--- config.mk ---
export PLATFORM = sky130hd
export DESIGN_NAME = bsch_cmd
export DESIGN_NICKNAME = d
export VERILOG_FILES = /design/src/logic/bsch_pkg.sv /design/src/logic/bsch_fmt_if.sv /design/src/logic/bsch_reply_fmt.sv /design/src/logic/bsch_cmd.sv
export VERILOG_INCLUDE_DIRS = /design/src /design/src/logic
export SDC_FILE = /design/constraint.sdc
export NUM_CORES = 1
export LEC_CHECK = 0
export BUFFER_PORTS_ARGS = -buffer_cell sky130_fd_sc_hd__buf_2
export CORE_MARGIN = 2
export CORE_UTILIZATION = 25
export DETAILED_ROUTE_END_ITERATION = 12
export PLACE_DENSITY = 0.47
export SYNTH_ARGS = -nofsm -noshare
export SYNTH_HDL_FRONTEND = slang
export SYNTH_SLANG_ARGS = --single-unit
--- constraint.sdc ---
create_clock -name core_clk -period 3.26 [get_ports core_clk]
set_input_delay 0.163 -clock core_clk [delete_from_list [all_inputs] [get_ports core_clk]]
set_output_delay 0.163 -clock core_clk [all_outputs]
set_load 0.01 [all_outputs]
--- src/logic/bsch_consts.svh ---
/*
  Constants of the serial command handler: characters, command codes,
  status codes, field sizes and timing.
  Assumes a 100 MHz core clock.
*/
`ifndef BSCH_CONSTS_SVH
`define BSCH_CONSTS_SVH

// ----------------------------------------
// Clock and timing
// ----------------------------------------
`define BSCH_CLK_KHZ 100000
`define BSCH_CHAR_TMO_MS 2000

// ----------------------------------------
// Characters
// ----------------------------------------
`define BSCH_CH_CR 8'h0D
`define BSCH_CH_LF 8'h0A
`define BSCH_CH_SP 8'h20
`define BSCH_CH_DOT 8'h2E
`define BSCH_CH_0 8'h30
`define BSCH_CH_9 8'h39
`define BSCH_CH_LC_A 8'h61
`define BSCH_CH_LC_Z 8'h7A
`define BSCH_CASE_BIT 8'h20

// ----------------------------------------
// Two-character command codes, upper case
// ----------------------------------------
`define BSCH_CMD_SELECT 16'h4944
`define BSCH_CMD_PRESET_WR 16'h4256
`define BSCH_CMD_STATE_Q 16'h4253
`define BSCH_CMD_HALT 16'h4248
`define BSCH_CMD_TOTAL_CLR 16'h4252
`define BSCH_CMD_GO 16'h4243
`define BSCH_CMD_TOTALS_Q 16'h543F
`define BSCH_CMD_RATE_Q 16'h523F
`define BSCH_CMD_PRESET_Q 16'h423F

// ----------------------------------------
// Status codes and replies
// ----------------------------------------
`define BSCH_ST_COMPLETE 4'h1
`define BSCH_MSG_INVALID 64'h20494E56414C4944
`define BSCH_FLD_BLANK 64'h2020202020202020
`define BSCH_NUM_MAX 27'h5F5E0FF
`define BSCH_MAX_DIGITS 4'h8

`endif

--- src/logic/bsch_pkg.sv ---
/*
  Types shared by the command handler and its reply formatter.
  Assumes the constants header is included where numbers are needed.
*/
package bsch_pkg;

  // ----------------------------------------
  // Types
  // ----------------------------------------
  typedef logic [63:0] bsch_field_t;
  typedef bsch_field_t [3:0] bsch_fields_t;

  typedef enum logic [3:0] {
    ST_IDLE = 4'h1,
    ST_SCALE = 4'h2,
    ST_STAT = 4'h4,
    ST_SEND = 4'h8
  } bsch_state_e;

  typedef enum logic [3:0] {
    FS_FIELD = 4'h1,
    FS_SEP = 4'h2,
    FS_CR = 4'h4,
    FS_LF = 4'h8
  } bsch_fstage_e;

endpackage : bsch_pkg

--- src/logic/bsch_fmt_if.sv ---
/*
  Carrier between the command handler and the reply formatter.
  Both ends run on the same core clock.
*/
interface bsch_fmt_if;
  logic start;
  logic [2:0] nfld;
  bsch_pkg::bsch_fields_t fld;
  logic busy;

  modport ctl (output start, output nfld, output fld, input busy);
  modport fmt (input start, input nfld, input fld, output busy);
endinterface : bsch_fmt_if

--- src/logic/bsch_reply_fmt.sv ---
/*
  Reply formatter: sends up to four right-justified 8-character fields,
  leading spaces before each field's last character dropped, single spaces between, then CR LF.
  Assumes fields stay stable while busy is high.
*/
`include "bsch_consts.svh"

module bsch_reply_fmt (
  // Clock and reset
  input wire logic core_clk,
  input wire logic arst_n,
  // Request from the handler
  bsch_fmt_if.fmt req,
  // Character stream out
  output logic tx_valid,
  output logic [7:0] tx_data,
  input wire logic tx_ready
);

  bsch_pkg::bsch_fstage_e stage;
  logic busy;
  logic lead;
  logic [1:0] fi;
  logic [2:0] ci;
  logic [7:0] ch;
  logic go;
  logic skip;
  logic last_fld;

  assign req.busy = busy;
  assign ch = req.fld[fi][8'(ci) * 8 +: 8];
  assign go = busy && (!tx_valid || tx_ready);
  // Variable-length values: padding in front of a field's last character is never sent
  assign skip = (stage == bsch_pkg::FS_FIELD) && lead && (ch == `BSCH_CH_SP) && (ci != 3'h0);
  assign last_fld = ({1'b0, fi} == 3'(req.nfld - 3'h1));

  // ----------------------------------------
  // Sequencer
  // ----------------------------------------
  always_ff @(posedge core_clk or negedge arst_n) begin
    if (!arst_n) begin
      busy <= 1'b0;
      stage <= bsch_pkg::FS_FIELD;
      lead <= 1'b1;
      fi <= 2'h0;
      ci <= 3'h7;
    end else if (req.start && !busy) begin
      busy <= 1'b1;
      stage <= bsch_pkg::FS_FIELD;
      lead <= 1'b1;
      fi <= 2'h0;
      ci <= 3'h7;
    end else if (go) begin
      case (stage)
        bsch_pkg::FS_FIELD: begin
          if (!skip) begin
            lead <= 1'b0;
          end
          if (ci == 3'h0) begin
            // Identifier leads, so fields go out in rising index order
            stage <= last_fld ? bsch_pkg::FS_CR : bsch_pkg::FS_SEP;
          end else begin
            ci <= ci - 3'h1;
          end
        end
        bsch_pkg::FS_SEP: begin
          fi <= fi + 2'h1;
          ci <= 3'h7;
          lead <= 1'b1;
          stage <= bsch_pkg::FS_FIELD;
        end
        bsch_pkg::FS_CR: begin
          stage <= bsch_pkg::FS_LF;
        end
        bsch_pkg::FS_LF: begin
          busy <= 1'b0;
        end
        default: begin
          busy <= 1'b0;
        end
      endcase
    end
  end

  // ----------------------------------------
  // Output character register
  // ----------------------------------------
  always_ff @(posedge core_clk or negedge arst_n) begin
    if (!arst_n) begin
      tx_valid <= 1'b0;
      tx_data <= 8'h00;
    end else if (go && !skip) begin
      tx_valid <= 1'b1;
      case (stage)
        bsch_pkg::FS_FIELD: tx_data <= ch;
        bsch_pkg::FS_SEP: tx_data <= `BSCH_CH_SP;
        bsch_pkg::FS_CR: tx_data <= `BSCH_CH_CR;
        bsch_pkg::FS_LF: tx_data <= `BSCH_CH_LF;
        default: tx_data <= `BSCH_CH_SP;
      endcase
    end else if (tx_ready) begin
      tx_valid <= 1'b0;
    end
  end

endmodule : bsch_reply_fmt

--- src/logic/bsch_cmd.sv ---
/*
  Line-oriented ASCII command handler for one unit on a multidrop line.
  Assumes a UART on the same core clock delivers received characters and
  takes transmitted ones by valid/ready; batch logic supplies the status
  code and display text, and acts on the one-cycle command pulses.
*/
`include "bsch_consts.svh"

module bsch_cmd #(
  parameter int unsigned TMO_CYC = `BSCH_CHAR_TMO_MS * `BSCH_CLK_KHZ
) (
  // Clock and reset
  input wire logic core_clk,
  input wire logic arst_n,
  // Received characters
  input wire logic rx_valid,
  input wire logic [7:0] rx_data,
  output logic rx_ready,
  // Transmitted characters
  output logic tx_valid,
  output logic [7:0] tx_data,
  input wire logic tx_ready,
  // Unit configuration
  input wire logic [6:0] unit_id,
  input wire logic [2:0] preset_dp,
  input wire logic [26:0] batch_lo,
  input wire logic [26:0] batch_hi,
  input wire logic count_down,
  // Batch state and display text, right-justified ASCII
  input wire logic [3:0] batch_status,
  input wire logic [63:0] ticket_txt,
  input wire logic [63:0] total_txt,
  input wire logic [63:0] accum_txt,
  input wire logic [63:0] rate_txt,
  input wire logic [63:0] preset_txt,
  // Actions toward the batch logic
  output logic stop_key,
  output logic run_key,
  output logic total_clear,
  output logic total_load,
  output logic preset_wr,
  output logic [26:0] preset_val,
  output logic selected
);

  // ----------------------------------------
  // Functions
  // ----------------------------------------
  function automatic logic [7:0] to_upper(input logic [7:0] c);
    if (c >= `BSCH_CH_LC_A && c <= `BSCH_CH_LC_Z) begin
      to_upper = c & ~`BSCH_CASE_BIT;
    end else begin
      to_upper = c;
    end
  endfunction : to_upper

  function automatic logic [26:0] times10(input logic [26:0] v);
    times10 = 27'({v, 3'b000}) + 27'({v, 1'b0});
  endfunction : times10

  // Identifier as display text, no leading zero
  function automatic logic [63:0] id_text(input logic [6:0] id);
    logic [6:0] tens;
    logic [6:0] ones;
    logic [7:0] hi;
    tens = 7'(id / 7'd10);
    ones = 7'(id % 7'd10);
    hi = (tens == 7'h00) ? `BSCH_CH_SP : (`BSCH_CH_0 + {1'b0, tens});
    id_text = {48'h202020202020, hi, `BSCH_CH_0 + {1'b0, ones}};
  endfunction : id_text

  function automatic logic [63:0] code_text(input logic [3:0] code);
    code_text = {56'h20202020202020, `BSCH_CH_0 + {4'h0, code}};
  endfunction : code_text

  // ----------------------------------------
  // Declarations
  // ----------------------------------------
  bsch_fmt_if fmt_bus ();

  bsch_pkg::bsch_state_e state;
  logic [7:0] cmd_hi;
  logic [7:0] cmd_lo;
  logic [1:0] nchr;
  logic has_val;
  logic bad_val;
  logic seen_dp;
  logic [3:0] ndig;
  logic [2:0] nfrac;
  logic [2:0] nfrac_s;
  logic [26:0] val_acc;
  logic [31:0] idle_cnt;
  logic [7:0] rx_up;
  logic [3:0] dval;
  logic is_digit;
  logic take;
  logic line_end;
  logic tmo_hit;
  logic allowed;
  logic complete;
  logic [15:0] code;
  logic start;
  logic [2:0] nfld;
  bsch_pkg::bsch_fields_t fld;

  assign rx_ready = (state == bsch_pkg::ST_IDLE);
  assign take = rx_valid && rx_ready;
  assign rx_up = to_upper(rx_data);
  assign is_digit = (rx_data >= `BSCH_CH_0) && (rx_data <= `BSCH_CH_9);
  assign dval = 4'(rx_data - `BSCH_CH_0);
  assign line_end = take && (rx_data == `BSCH_CH_CR);
  assign tmo_hit = (nchr != 2'h0) && (idle_cnt >= TMO_CYC - 1);
  assign allowed = selected || (unit_id == 7'h00);
  assign complete = (batch_status == `BSCH_ST_COMPLETE);
  assign code = {cmd_hi, cmd_lo};

  assign fmt_bus.start = start;
  assign fmt_bus.nfld = nfld;
  assign fmt_bus.fld = fld;

  // ----------------------------------------
  // Character timeout
  // ----------------------------------------
  always_ff @(posedge core_clk or negedge arst_n) begin
    if (!arst_n) begin
      idle_cnt <= 32'h00000000;
    end else if (take || nchr == 2'h0) begin
      idle_cnt <= 32'h00000000;
    end else if (!tmo_hit) begin
      idle_cnt <= idle_cnt + 32'h00000001;
    end
  end

  // ----------------------------------------
  // Input line buffer and value parse
  // ----------------------------------------
  // Only the two code letters are kept; the value is folded in as it
  // arrives, so no character store is needed.
  always_ff @(posedge core_clk or negedge arst_n) begin
    if (!arst_n) begin
      cmd_hi <= 8'h00;
      cmd_lo <= 8'h00;
      nchr <= 2'h0;
      has_val <= 1'b0;
      bad_val <= 1'b0;
      seen_dp <= 1'b0;
      ndig <= 4'h0;
      nfrac <= 3'h0;
    end else if (line_end || tmo_hit) begin
      nchr <= 2'h0;
      has_val <= 1'b0;
      bad_val <= 1'b0;
      seen_dp <= 1'b0;
      ndig <= 4'h0;
      nfrac <= 3'h0;
    end else if (take && rx_data >= `BSCH_CH_SP) begin
      if (nchr == 2'h0) begin
        cmd_hi <= rx_up;
        nchr <= 2'h1;
      end else if (nchr == 2'h1) begin
        cmd_lo <= rx_up;
        nchr <= 2'h2;
      end else begin
        has_val <= 1'b1;
        if (is_digit) begin
          if (ndig == `BSCH_MAX_DIGITS) begin
            bad_val <= 1'b1;
          end else begin
            ndig <= ndig + 4'h1;
          end
          if (seen_dp) begin
            nfrac <= nfrac + 3'h1;
          end
        end else if (rx_data == `BSCH_CH_DOT && !seen_dp) begin
          seen_dp <= 1'b1;
        end else begin
          bad_val <= 1'b1;
        end
      end
    end
  end

  // ----------------------------------------
  // Command execution
  // ----------------------------------------
  always_ff @(posedge core_clk or negedge arst_n) begin
    if (!arst_n) begin
      state <= bsch_pkg::ST_IDLE;
      val_acc <= 27'h0000000;
      selected <= 1'b0;
      stop_key <= 1'b0;
      run_key <= 1'b0;
      total_clear <= 1'b0;
      total_load <= 1'b0;
      preset_wr <= 1'b0;
      preset_val <= 27'h0000000;
      start <= 1'b0;
      nfld <= 3'h1;
      fld <= {4{`BSCH_FLD_BLANK}};
    end else begin
      stop_key <= 1'b0;
      run_key <= 1'b0;
      total_clear <= 1'b0;
      total_load <= 1'b0;
      preset_wr <= 1'b0;
      start <= 1'b0;
      case (state)
        bsch_pkg::ST_IDLE: begin
          if (tmo_hit) begin
            val_acc <= 27'h0000000;
          end else if (take && is_digit && nchr == 2'h2 && ndig != `BSCH_MAX_DIGITS) begin
            val_acc <= times10(val_acc) + 27'(dval);
          end
          if (line_end && nchr == 2'h2) begin
            val_acc <= 27'h0000000;
            fld[0] <= id_text(unit_id);
            if (code == `BSCH_CMD_SELECT) begin
              if (has_val) begin
                if (!bad_val) begin
                  selected <= (val_acc == {20'h00000, unit_id});
                end
              end else if (allowed) begin
                nfld <= 3'h1;
                start <= 1'b1;
                state <= bsch_pkg::ST_SEND;
              end
            end else if (allowed) begin
              case (code)
                `BSCH_CMD_PRESET_WR: begin
                  if (complete && has_val && !bad_val) begin
                    val_acc <= val_acc;
                    state <= bsch_pkg::ST_SCALE;
                  end
                end
                `BSCH_CMD_STATE_Q: begin
                  state <= bsch_pkg::ST_STAT;
                end
                `BSCH_CMD_HALT: begin
                  stop_key <= 1'b1;
                  state <= bsch_pkg::ST_STAT;
                end
                `BSCH_CMD_TOTAL_CLR: begin
                  if (complete) begin
                    total_clear <= !count_down;
                    total_load <= count_down;
                  end
                  state <= bsch_pkg::ST_STAT;
                end
                `BSCH_CMD_GO: begin
                  run_key <= 1'b1;
                  state <= bsch_pkg::ST_STAT;
                end
                `BSCH_CMD_TOTALS_Q: begin
                  fld[1] <= ticket_txt;
                  fld[2] <= total_txt;
                  fld[3] <= accum_txt;
                  nfld <= 3'h4;
                  start <= 1'b1;
                  state <= bsch_pkg::ST_SEND;
                end
                `BSCH_CMD_RATE_Q: begin
                  fld[1] <= rate_txt;
                  nfld <= 3'h2;
                  start <= 1'b1;
                  state <= bsch_pkg::ST_SEND;
                end
                `BSCH_CMD_PRESET_Q: begin
                  fld[1] <= preset_txt;
                  nfld <= 3'h2;
                  start <= 1'b1;
                  state <= bsch_pkg::ST_SEND;
                end
                default: begin
                  fld[0] <= `BSCH_MSG_INVALID;
                  nfld <= 3'h1;
                  start <= 1'b1;
                  state <= bsch_pkg::ST_SEND;
                end
              endcase
            end
          end else if (line_end && nchr != 2'h0 && allowed) begin
            // A lone letter is never a valid code
            val_acc <= 27'h0000000;
            fld[0] <= `BSCH_MSG_INVALID;
            nfld <= 3'h1;
            start <= 1'b1;
            state <= bsch_pkg::ST_SEND;
          end else if (line_end) begin
            val_acc <= 27'h0000000;
          end
        end
        bsch_pkg::ST_SCALE: begin
          // Bring the typed value to the preset's own decimal places
          // One more decade above this would pass eight digits and wrap
          if (nfrac_s > preset_dp || val_acc > `BSCH_NUM_MAX ||
              (nfrac_s != preset_dp && val_acc > `BSCH_NUM_MAX / 27'h000000A)) begin
            state <= bsch_pkg::ST_IDLE;
            val_acc <= 27'h0000000;
          end else if (nfrac_s != preset_dp) begin
            val_acc <= times10(val_acc);
          end else begin
            if (val_acc >= batch_lo && val_acc <= batch_hi) begin
              preset_wr <= 1'b1;
              preset_val <= val_acc;
            end
            val_acc <= 27'h0000000;
            state <= bsch_pkg::ST_IDLE;
          end
        end
        bsch_pkg::ST_STAT: begin
          // One cycle late so the reply shows the state after the action
          fld[1] <= code_text(batch_status);
          nfld <= 3'h2;
          start <= 1'b1;
          state <= bsch_pkg::ST_SEND;
        end
        bsch_pkg::ST_SEND: begin
          // Input stays closed until the line feed has really left
          if (!start && !fmt_bus.busy && !tx_valid) begin
            state <= bsch_pkg::ST_IDLE;
          end
        end
        default: begin
          state <= bsch_pkg::ST_IDLE;
        end
      endcase
    end
  end

  // ----------------------------------------
  // Fraction count while scaling
  // ----------------------------------------
  always_ff @(posedge core_clk or negedge arst_n) begin
    if (!arst_n) begin
      nfrac_s <= 3'h0;
    end else if (state == bsch_pkg::ST_IDLE) begin
      nfrac_s <= nfrac;
    end else if (state == bsch_pkg::ST_SCALE) begin
      nfrac_s <= nfrac_s + 3'h1;
    end
  end

  // ----------------------------------------
  // Reply formatter
  // ----------------------------------------
  // Replies are only ever started by an allowed unit, so an unselected
  // unit with a nonzero identifier stays silent on the shared line.
  bsch_reply_fmt u_fmt (
    .core_clk(core_clk),
    .arst_n(arst_n),
    .req(fmt_bus.fmt),
    .tx_valid(tx_valid),
    .tx_data(tx_data),
    .tx_ready(tx_ready)
  );

endmodule : bsch_cmd

==> impl_metrics.env, run 1 <==
export IMPL_rsz0062_at_grt="yes"
export IMPL_synth_top_area_cell="dfrtp_1"
export IMPL_overflow=0
export IMPL_holdCritStartpoint="ticket_txt[63]"
export IMPL_crit_chain="ha_4, fa_2, a211oi_2, o31a_1, o21ai_2, xnor2_2, or4_4, a2111oi_4, nand4_1, xnor2_1, a221oi_1, nor2_1"
export IMPL_postRouteAntennaNets=0
export IMPL_seq_area_frac_synth_pct=41.20
export IMPL_tightest_slew_ps=924.1
export IMPL_worstHoldPathCells=3
export IMPL_clkPwrFrac_pct=30.6
export IMPL_reg2regPathDepth=12
export IMPL_synthTopCellsByCount="dfrtp_1, nand2_1, mux2_2"
export IMPL_end_kind="flip-flop"
export IMPL_drive_gt1_share_pct=36.24
export IMPL_violations="setup timing"
export IMPL_htreeDepth=2
export IMPL_antenna_cells=0
export IMPL_synth_top_flop_cell="dfrtp_1"
export IMPL_ir_worst_vdd_mv=0.4670
export IMPL_slew_viol_final=0
export IMPL_io_buffers=443
export IMPL_leakage_nw=14.63
export IMPL_vias=19800
export IMPL_rows=108
export IMPL_antenna_found_initial=13
export IMPL_ys_types=89
export IMPL_cts_sink_count=358
export IMPL_die_y_um=299.6
export IMPL_ios=444
export IMPL_p_int_mw=11.21
export IMPL_fillers=8768
export IMPL_pwr_share_comb_pct=38.4
export IMPL_power_switching_mw=6.135
export IMPL_cp_required_ps=3730
export IMPL_clk_path_buf_depth=3
export IMPL_multiInputGateArea_um2=12310
export IMPL_cts_tree="built"
export IMPL_cpMaxStageDelayCell="or4_4"
export IMPL_drt_iter0_markers=1313
export IMPL_firstDrtPassIters=5
export IMPL_max_cap_violations=0
export IMPL_ctsRootBufferMaster="clkbuf_16"
export IMPL_cp_start_kind="flip-flop"
export IMPL_die_area_um2=89750
export IMPL_grt_first_pass_wirelength_um=120800
export IMPL_async_flop_share_pct=100.0
export IMPL_syn_nets=2664
export IMPL_synthTopCellsByArea="dfrtp_1, mux2_2, ha_1"
export IMPL_synth_warnings=0
export IMPL_netlist_instances=2169
export IMPL_yosysMostFrequentCell="dfrtp_1"
export IMPL_post_place_ws_ps=-243.2
export IMPL_hold_viol=0
export IMPL_status="finished with violations"
export IMPL_die_x_um=299.6
export IMPL_period_share_pct=104.7
export IMPL_hold_path_class="in -> reg"
export IMPL_r2r_setup_slack_ps=-150
export IMPL_cts_buffers=44
export IMPL_drt_wl_total_um=80500
export IMPL_grt_pass1_vias=19790
export IMPL_path_class="reg -> reg"
export IMPL_timing_critical_path_slowest_cell_delay_ps=570
export IMPL_cp_max_fo=3
export IMPL_initial_utilization_pct=25.22
export IMPL_syn_cell_area_um2=21840
export IMPL_clkTransAtPathRegs_ps=60
export IMPL_relSlewSlack_pct=38.33
export IMPL_fin_nets=3409
export IMPL_dp_hpwl_um=62730
export IMPL_regArea_um2=9019
export IMPL_cp_data_arrival_time_ps=3880
export IMPL_layout_area_overhead_vs_synth_pct=39.42
export IMPL_fin_skew_ps=50.79
export IMPL_seq_power_share_pct=31.0
export IMPL_crit_reg2reg_capture="val_acc[22]"
export IMPL_grt_usage_pct=17.47
export IMPL_r2r_start="val_acc[2]"
export IMPL_setup_ws_ps=-152.3
export IMPL_grt_start_max_net_pins=129
export IMPL_synth_edf_count=0
export IMPL_min_to="fld[127]"
export IMPL_finalSetupViolCount=5
export IMPL_route_detailed_drc=0
export IMPL_period_minus_slack_ps=3412
export IMPL_routed_via_density=4.824
export IMPL_utilization_pct=35.16
export IMPL_core_um2=86620
export IMPL_synth_area_per_cell_um2=10.07
export IMPL_clock_latency_ps=600
export IMPL_power_density_nw_per_um2=569.5
export IMPL_swShare_pct=35.37
export IMPL_timing_fmax_mhz=293.1
export IMPL_routedWlPerCell_um=19.61
export IMPL_synth_top_cell_area_share_pct=37.23
export IMPL_synth_seq_cells=358
export IMPL_gp_congestion=0.8781
==> flip-flops by register name, summed over array words and instances (netlist names), 2 cells and up <==
signal / cells
u_fmt.stage: 4
ndig: 4
preset_val: 27
val_acc: 27
nfrac_s: 3
cmd_lo: 8
fmt_bus.nfld: 3
idle_cnt: 32
state: 4
nfrac: 3
cmd_hi: 8
u_fmt.fi: 2
fld: 207
u_fmt.tx_data: 8
nchr: 2
u_fmt.ci: 3
==> stage by stage <==
stage	total power [mW]	hold WS (ps)	std cells	area, um^2	TNS [ps]
detailed placement	11.70	270.6	3835	26800	-3357
floorplan	9.027	-132.6	2169	21900	-9.376
finish	17.34	2.041	4105	30450	-457.9
global route	18.40	21.25	4105	30450	-3792
global placement	11.61	261.8	3835	26800	-2338
CTS	17.35	0.05718	4099	30200	-717.3
==> logic make-up (layout without fill, tap and decap cells) <==
logic type	Yosys count	count (layout)	share of synthesized area, %
buffers and inverters	206	987	3.815
multiplexers	317	317	17.71
AO/OA/AOI/OAI	490	490	15.10
adder cells (fa/ha/maj)	94	94	5.453
AND/OR/NAND/NOR	628	628	13.67
XOR/XNOR	76	76	3.047
flip-flops	358	358	41.20
==> area by class of cell <==
| cell class | count | share of cell area, % |
|---|---|---|
| clock inverters | 21 | 1.134 |
| repair buffers | 816 | 18.95 |
| clock buffers | 61 | 4.023 |
| well taps | 1155 | 4.746 |
| inverters | 89 | 1.097 |
| multi-input cells | 1605 | 40.43 |
| flip-flops and latches | 358 | 29.62 |
==> worst max-delay path: cells and delay by family, from the launching register on <==
family,cells,cell delay (ps)
AOI/OAI and AO/OA,5,1200
DFF,1,420
adders and majority gates,2,540
xor gates and xnor gates,2,310
and+or+nand+nor,3,850
==> power by group through the flow <==
stage / combinational (mW) / sequential [mW] / clock [mW]
2_1_floorplan: 3.79 / 5.24 / 0
3_3_place_gp: 6.11 / 5.50 / 0
3_5_place_dp: 6.18 / 5.52 / 0
4_1_cts: 6.45 / 5.44 / 5.46
5_1_grt: 7.29 / 5.45 / 5.66
6_report: 6.66 / 5.38 / 5.30
==> how the worst max path moves through the flow <==
stage / from / to / cells past startpoint
final: val_acc[2] / val_acc[22] / 12
after global routing: val_acc[2] / val_acc[22] / 12
after CTS: val_acc[2] / val_acc[22] / 12
after detailed placement: val_acc[2] / val_acc[23] / 13
after global placement: val_acc[2] / val_acc[22] / 12
after floorplan: val_acc[2] / val_acc[24] / 12
==> cell usage in the layout (no fill, tap or decap), types with 28 or more instances in the layout <==
cell type      instances
buf_4                171
o31ai_1               60
dlygate4sd3_1        175
o21ai_0              123
o211ai_1              33
nand2_1              255
dfrtp_1              316
ha_1                  89
xor2_1                29
mux2_2               196
nand3_1               36
nand4_1               28
clkbuf_16             44
a22oi_1               32
nor3_1                28
nor2_1               130
mux4_2                36
dfstp_2               33
mux2i_1               84
xnor2_1               43
inv_1                 86
buf_2                442
a21oi_1               75
==> metal layers <==
layer  up-vias  GRT usage [%]  routed length [um]  part of all wire, %
met4        10          4.274                1738                  2.2
met3       102          2.515                4300                  5.3
li1       9423              -                   -                    -
met5         -              0                  70                0.087
met1      9712          24.94               37400                   46
met2       555          27.74               36990                   46
==> timing repair <==
action	CTS	global route
pin swaps	17	38
setup endpoints to repair	47	54
hold buffers	175	0
hold endpoints to repair	260	0
buffers inserted	7	6
gates resized for setup	13	46
Note: power is estimated with default switching activity, not from simulation.
==> inputs of run 2 (changes only) <==
Settings changed: PLACE_DENSITY 0.47 to 0.42.
==> run 2 against run 1 <==
  * The flow still finishes with violations (setup timing)
  * Hold slack gained 11 ps
  * Global-route usage is 0.45 points higher
  * Maximum frequency shrank 2.0%
  * Sequential cell count unchanged
  * Clock-buffer cell count grew 14
  * Largest power group unchanged
==> impl_metrics.env, run 2 (synthesis gave the netlist of run 1 again) <==
export IMPL_io_buffers=443
export IMPL_fillers=8814
export IMPL_drive_gt1_share_pct=35.63
export IMPL_path_class="reg -> reg"
export IMPL_largestRegisters="fld x207, idle_cnt x32"
export IMPL_hold_viol=0
export IMPL_period_minus_slack_ps=3481
export IMPL_slew_viol_final=0
export IMPL_largest_reg_flops=207
export IMPL_drt_wl_total_um=82680
export IMPL_top_layer_used="met5"
export IMPL_tightest_slew_ps=905.4
export IMPL_timing_fmax_mhz=287.3
export IMPL_whs_ps=12.76
export IMPL_gp_congestion=0.8474
export IMPL_wl_met2_um=39320
export IMPL_wl_met3_um=3661
export IMPL_final_area_um2=30480
export IMPL_mostFrequentLayoutCells="buf_2, dfrtp_1, nand2_1"
export IMPL_route_detailed_drc=0
export IMPL_postRouteAntennaNets=0
export IMPL_max_cap_violations=0
export IMPL_grt_start_max_net_pins=111
export IMPL_ios=444
export IMPL_finalSetupViolCount=9
export IMPL_hold_path_class="in -> reg"
export IMPL_totalPowerFinal_mw=17.15
export IMPL_routedWlPerCell_um=20.03
export IMPL_initial_utilization_pct=25.22
export IMPL_wl_met1_um=37870
export IMPL_routed_via_density=4.781
export IMPL_utilization_pct=35.19
export IMPL_power_density_nw_per_um2=562.7
export IMPL_ctsRootBufferMaster="clkbuf_16"
export IMPL_htreeDepth=2
export IMPL_setup_ws_ps=-220.7
export IMPL_antenna_found_initial=7
export IMPL_layout_area_overhead_vs_synth_pct=39.57
export IMPL_die_y_um=299.6
export IMPL_firstDrtPassIters=5
export IMPL_status="finished with violations"
export IMPL_max_flop_register="fld"
export IMPL_cts_tree="built"
export IMPL_core_um2=86620
export IMPL_cp_start_kind="flip-flop"
export IMPL_cp_max_fo=3
export IMPL_cts_buffers=46
export IMPL_dpl_instance_area_um2=26830
export IMPL_rows=108
export IMPL_grt_usage_pct=17.92
export IMPL_dp_hpwl_um=63960
export IMPL_end_kind="flip-flop"
export IMPL_violations="setup timing"
export IMPL_relSlewSlack_pct=39.57
export IMPL_overflow=0
export IMPL_cp_data_arrival_time_ps=3970
export IMPL_fin_nets=3431
export IMPL_rsz0062_at_grt="yes"
export IMPL_grt_pass1_vias=20400
export IMPL_cts_sink_count=358
export IMPL_clk_path_buf_depth=3
export IMPL_cp_required_ps=3750
export IMPL_antenna_cells=0
export IMPL_leakage_nw=14.64
export IMPL_post_place_ws_ps=-257.8
export IMPL_grt_first_pass_wirelength_um=124000
export IMPL_clkTransAtPathRegs_ps=60
export IMPL_die_x_um=299.6
export IMPL_clock_latency_ps=610
export IMPL_die_area_um2=89750
export IMPL_drt_iter0_markers=1182
export IMPL_ir_worst_vdd_mv=0.5028
export IMPL_period_share_pct=106.8
export IMPL_vias=19730
export IMPL_fin_skew_ps=34.97
export IMPL_layout_cells_most_common="buf_2"
-- run 2: changes by cell type in the layout (fill, tap and decap cells not counted), moves of 3 or more --
cell | previous run | this run
buf_4 | 171 | 182
bufinv_16 | 7 | 2
clkbuf_1 | 11 | 21
clkbuf_16 | 44 | 47
clkinv_2 | 7 | 2
dlygate4sd3_1 | 175 | 187
nor4_1 | 9 | 12
nor4_2 | 5 | 2
-- run 2: repair_timing --
action	4_1_cts	5_1_grt
buffers inserted	5	5
pin swaps	13	29
cloned	0	1
endpoints found under the setup margin	46	55
gates resized for setup	16	32
hold endpoints to repair	413	0
hold buffers	187	0
-- run 2: layout make-up --
cell class	instances	area, um^2	share of cell area, %
inverter	89	334.1	1.096
tap	1155	1445	4.741
multi-input combinational	1605	12260	40.22
clock inverter	9	165.2	0.5418
clock buffer	75	1340	4.396
sequential	358	9014	29.57
timing repair buffer	836	5927	19.44
-- run 2: metrics by stage --
| stage | std cells | TNS [ps] |
|---|---|---|
| after floorplan | 2169 | -9.376 |
| after global placement | 3845 | -2376 |
| after detailed placement | 3845 | -3009 |
| after CTS | 4121 | -635.4 |
| after global routing | 4127 | -3780 |
| final | 4127 | -956.4 |
-- run 2: path summary, 6_finish.rpt --
| path | start | end | slack [ps] | cells after the start |
|---|---|---|---|---|
| min reg2reg | fld[98] | fld[98] | 480 | 2 |
| max reg2reg | val_acc[2] | val_acc[24] | -220 | 13 |
| max in group asynchronous | arst_n | fld[249] | 2070 | 4 |
| max | val_acc[2] | val_acc[24] | -220 | 13 |
| min | ticket_txt[29] | fld[93] | 10 | 3 |
| min in group asynchronous | arst_n | preset_val[23] | 30 | 2 |
-- run 2: routing by layer --
layer,up-vias,track usage (%)
met5,-,0
met4,6,4.476
met3,96,2.906
met2,408,29.77
met1,9765,24.26
li1,9457,-
-- run 2: critical path: stages (launching register included) --
cell and delay, ps:
dfrtp_2 430, ha_4 170, fa_2 340, a211oi_2 250
o31a_1 300, o21ai_2 100, xnor2_2 160, or4_4 540
buf_4 170, nor3_4 240, nand3_2 140, a211oi_2 230
mux2i_1 220, a31oi_1 100
-- run 2: where the power goes --
group | switching [mW] | leakage, nW | internal (mW)
registers | 0.525 | 4.78 | 4.82
logic | 3.58 | 9.15 | 3.11
clock network | 2.12 | 0.718 | 2.99
==> inputs of run 3 (changes only) <==
Settings changed: ABC_AREA set to 1.
==> run 3 against run 2 <==
  * The flow now finishes without violations
  * Clock skew rose by 16 ps
  * Final area is 3.0% higher
  * Core utilization is 1.6 points lower
  * Clock power is 5.1% higher
  * Critical path type unchanged
  * Critical endpoint is now fld[217]
  * Largest cell class unchanged
==> impl_metrics.env, run 3 <==
export IMPL_holdCritStartpoint="ticket_txt[36]"
export IMPL_cp_max_fo=61
export IMPL_drt_iter0_markers=1353
export IMPL_slew_viol_final=0
export IMPL_seq_area_frac_synth_pct=38.13
export IMPL_synth_seq_cells=358
export IMPL_max_cap_violations=0
export IMPL_reg2regPathDepth=13
export IMPL_synth_top_cell_area_share_pct=34.46
export IMPL_crit_top_cell="nand2_4"
export IMPL_fin_skew_ps=51.31
export IMPL_grt_pass1_vias=24110
export IMPL_grt_start_max_net_pins=93
export IMPL_multiInputGateArea_um2=12580
export IMPL_netlist_instances=3009
export IMPL_period_share_pct=91.23
export IMPL_finalSetupViolCount=0
export IMPL_drt_wl_total_um=103000
export IMPL_ios=444
export IMPL_cp_data_arrival_time_ps=3480
export IMPL_leakage_nw=15.64
export IMPL_hold_viol=0
export IMPL_die_x_um=311.3
export IMPL_syn_cell_area_um2=23600
export IMPL_timing_fmax_mhz=336.2
export IMPL_p_int_mw=13.12
export IMPL_relSlewSlack_pct=40.24
export IMPL_end_kind="flip-flop"
export IMPL_swShare_pct=47.40
export IMPL_ctsRootBufferMaster="clkbuf_16"
export IMPL_whs_ps=6.575
export IMPL_core_um2=93470
export IMPL_synth_edf_count=0
export IMPL_overflow=0
export IMPL_crit_chain="nand3_2, inv_4, nand2_2, inv_2, nand2_4, clkinv_2, nand2_4, inv_4, nand2_4, nor2_2, nand2_4, buf_12, mux2_4"
export IMPL_drive_gt1_share_pct=24.37
export IMPL_clock_latency_ps=620
export IMPL_routedWlPerCell_um=20.61
export IMPL_grt_first_pass_wirelength_um=154200
export IMPL_die_y_um=311.3
export IMPL_routed_via_density=4.721
export IMPL_syn_nets=3504
export IMPL_synthTopCellsByCount="nand2_1, inv_1, dfrtp_1"
export IMPL_die_area_um2=96890
export IMPL_synthTopCellsByArea="dfrtp_1, nand2_1, mux2_4"
export IMPL_yosysMostFrequentCell="nand2_1"
export IMPL_regArea_um2=9002
export IMPL_layout_area_overhead_vs_synth_pct=33.03
export IMPL_dp_hpwl_um=80850
export IMPL_vias=23600
export IMPL_ir_worst_vdd_mv=0.6201
export IMPL_status="finished clean"
export IMPL_r2r_start="state[0]"
export IMPL_rsz0062_at_grt="no"
export IMPL_synth_warnings=0
export IMPL_hold_path_class="in -> reg"
export IMPL_mostFrequentLayoutCells="nand2_1, buf_2, inv_1"
export IMPL_grt_usage_pct=20.78
export IMPL_rows=112
export IMPL_gp_congestion=0.9314
export IMPL_crit_reg2reg_capture="fld[217]"
export IMPL_initial_utilization_pct=25.25
export IMPL_io_buffers=443
export IMPL_synth_top_flop_cell="dfrtp_1"
export IMPL_r2r_setup_slack_ps=290
export IMPL_cts_sink_count=358
export IMPL_pwr_share_comb_pct=55.8
export IMPL_largestRegisters="fld x207, idle_cnt x32"
export IMPL_firstDrtPassIters=8
export IMPL_antenna_found_initial=10
export IMPL_setup_tns_ps=0
export IMPL_synth_top_area_cell="dfrtp_1"
export IMPL_synth_area_per_cell_um2=7.844
export IMPL_crit_start="state[0]"
export IMPL_cts_tree="built"
export IMPL_timing_critical_path_slowest_cell_delay_ps=570
export IMPL_route_detailed_drc=0
export IMPL_period_minus_slack_ps=2974
export IMPL_cp_start_kind="flip-flop"
export IMPL_path_class="reg -> reg"
export IMPL_clk_path_buf_depth=3
export IMPL_clkTransAtPathRegs_ps=60
export IMPL_clkPwrFrac_pct=21.5
export IMPL_power_density_nw_per_um2=794.6
export IMPL_async_flop_share_pct=100.0
export IMPL_endpoint="fld[217]"
export IMPL_seq_power_share_pct=22.7
export IMPL_power_switching_mw=11.83
export IMPL_htreeDepth=2
export IMPL_tightest_slew_ps=892.2
export IMPL_fin_nets=4199
export IMPL_cts_buffers=46
export IMPL_fillers=10090
export IMPL_layout_cells_most_common="nand2_1"
export IMPL_ys_types=66
export IMPL_largest_reg_flops=207
export IMPL_max_flop_register="fld"
export IMPL_cpMaxStageDelayCell="dfstp_2"
export IMPL_postRouteAntennaNets=0
export IMPL_cp_required_ps=3770
## run 3: cell count changes after synthesis, moves of 27 or more
cell and delta:
mux2_2 -184, o31ai_1 -54, a21oi_1 +67, nor2_1 +120, nand2_1 +400, mux2_4 +120
nand4_1 +29, o21ai_0 +117, xnor2_1 -41, inv_1 +276, mux4_2 -36, a22oi_1 -27
mux2i_1 -85, nand3_1 +184
## run 3: metal layers
layer,part of all wire [%],wire length [um],GRT usage [%]
met5,0.061,63,0
met4,2.7,2771,5.863
met3,4.4,4571,2.948
met2,48,49300,35.58
met1,45,46340,27.15
## run 3: cells by family after synthesis
family                   after synthesis  share of synthesized area [%]
XOR/XNOR                              14                         0.5195
AO/OA/AOI/OAI                        593                          14.53
multiplexers                         138                          8.492
flip-flops                           358                          38.13
AND/OR/NAND/NOR                     1324                          24.48
buffers and inverters                488                          8.794
adder cells (fa/ha/maj)               94                          5.046
## run 3: worst min path at each step
stage | endpoint | slack [ps] | cells after the start
floorplan | bad_val | -130 | 0
global placement | fld[219] | 270 | 1
detailed placement | fld[219] | 260 | 1
CTS | fld[109] | 5 | 5
global route | fld[112] | 50 | 5
finish | fld[100] | 7 | 5
## run 3: final cells by class
cell class / instances / share of cell area, %
diodes: 4 / 0.03188
clock buffers: 64 / 4.136
clock inverters: 22 / 0.9085
inverters: 373 / 4.479
multi-input cells: 2163 / 40.06
flip-flops and latches: 358 / 28.67
well taps: 1254 / 4.997
repair buffers: 762 / 16.72
## run 3: repair_timing
action,CTS,global route
hold endpoints to repair,247,0
endpoints found under the setup margin,0,8
hold buffers,171,0
resized for setup,0,9
setup buffers,0,0
## run 3: critical path, delay by kind of cell (launching register included)
family | cells | cell delay [ps]
buf+inv | 5 | 830
flops | 1 | 570
mux | 1 | 370
simple gates | 7 | 990
## run 3: per-stage QoR
step | power [mW] | area [um^2] | instances | setup slack [ps] | util (%)
after floorplan | 13.68 | 23600 | 3009 | 634.8 | -
after global placement | 19.51 | 28070 | 4739 | 122.1 | 30.03
after detailed placement | 19.37 | 28070 | 4739 | 99.78 | 30.03
after CTS | 25.06 | 31370 | 4996 | 82.18 | 33.56
after global routing | 26.99 | 31400 | 4999 | 34.47 | 33.59
final | 24.95 | 31400 | 5000 | 285.9 | 33.59
## run 3: power groups by stage
stage	logic (mW)	registers [mW]	clock network, mW
floorplan	8.12	5.57	0
detailed placement	13.6	5.73	0
global placement	13.8	5.73	0
finish	13.9	5.66	5.37
global route	15.6	5.73	5.71
CTS	13.9	5.66	5.54
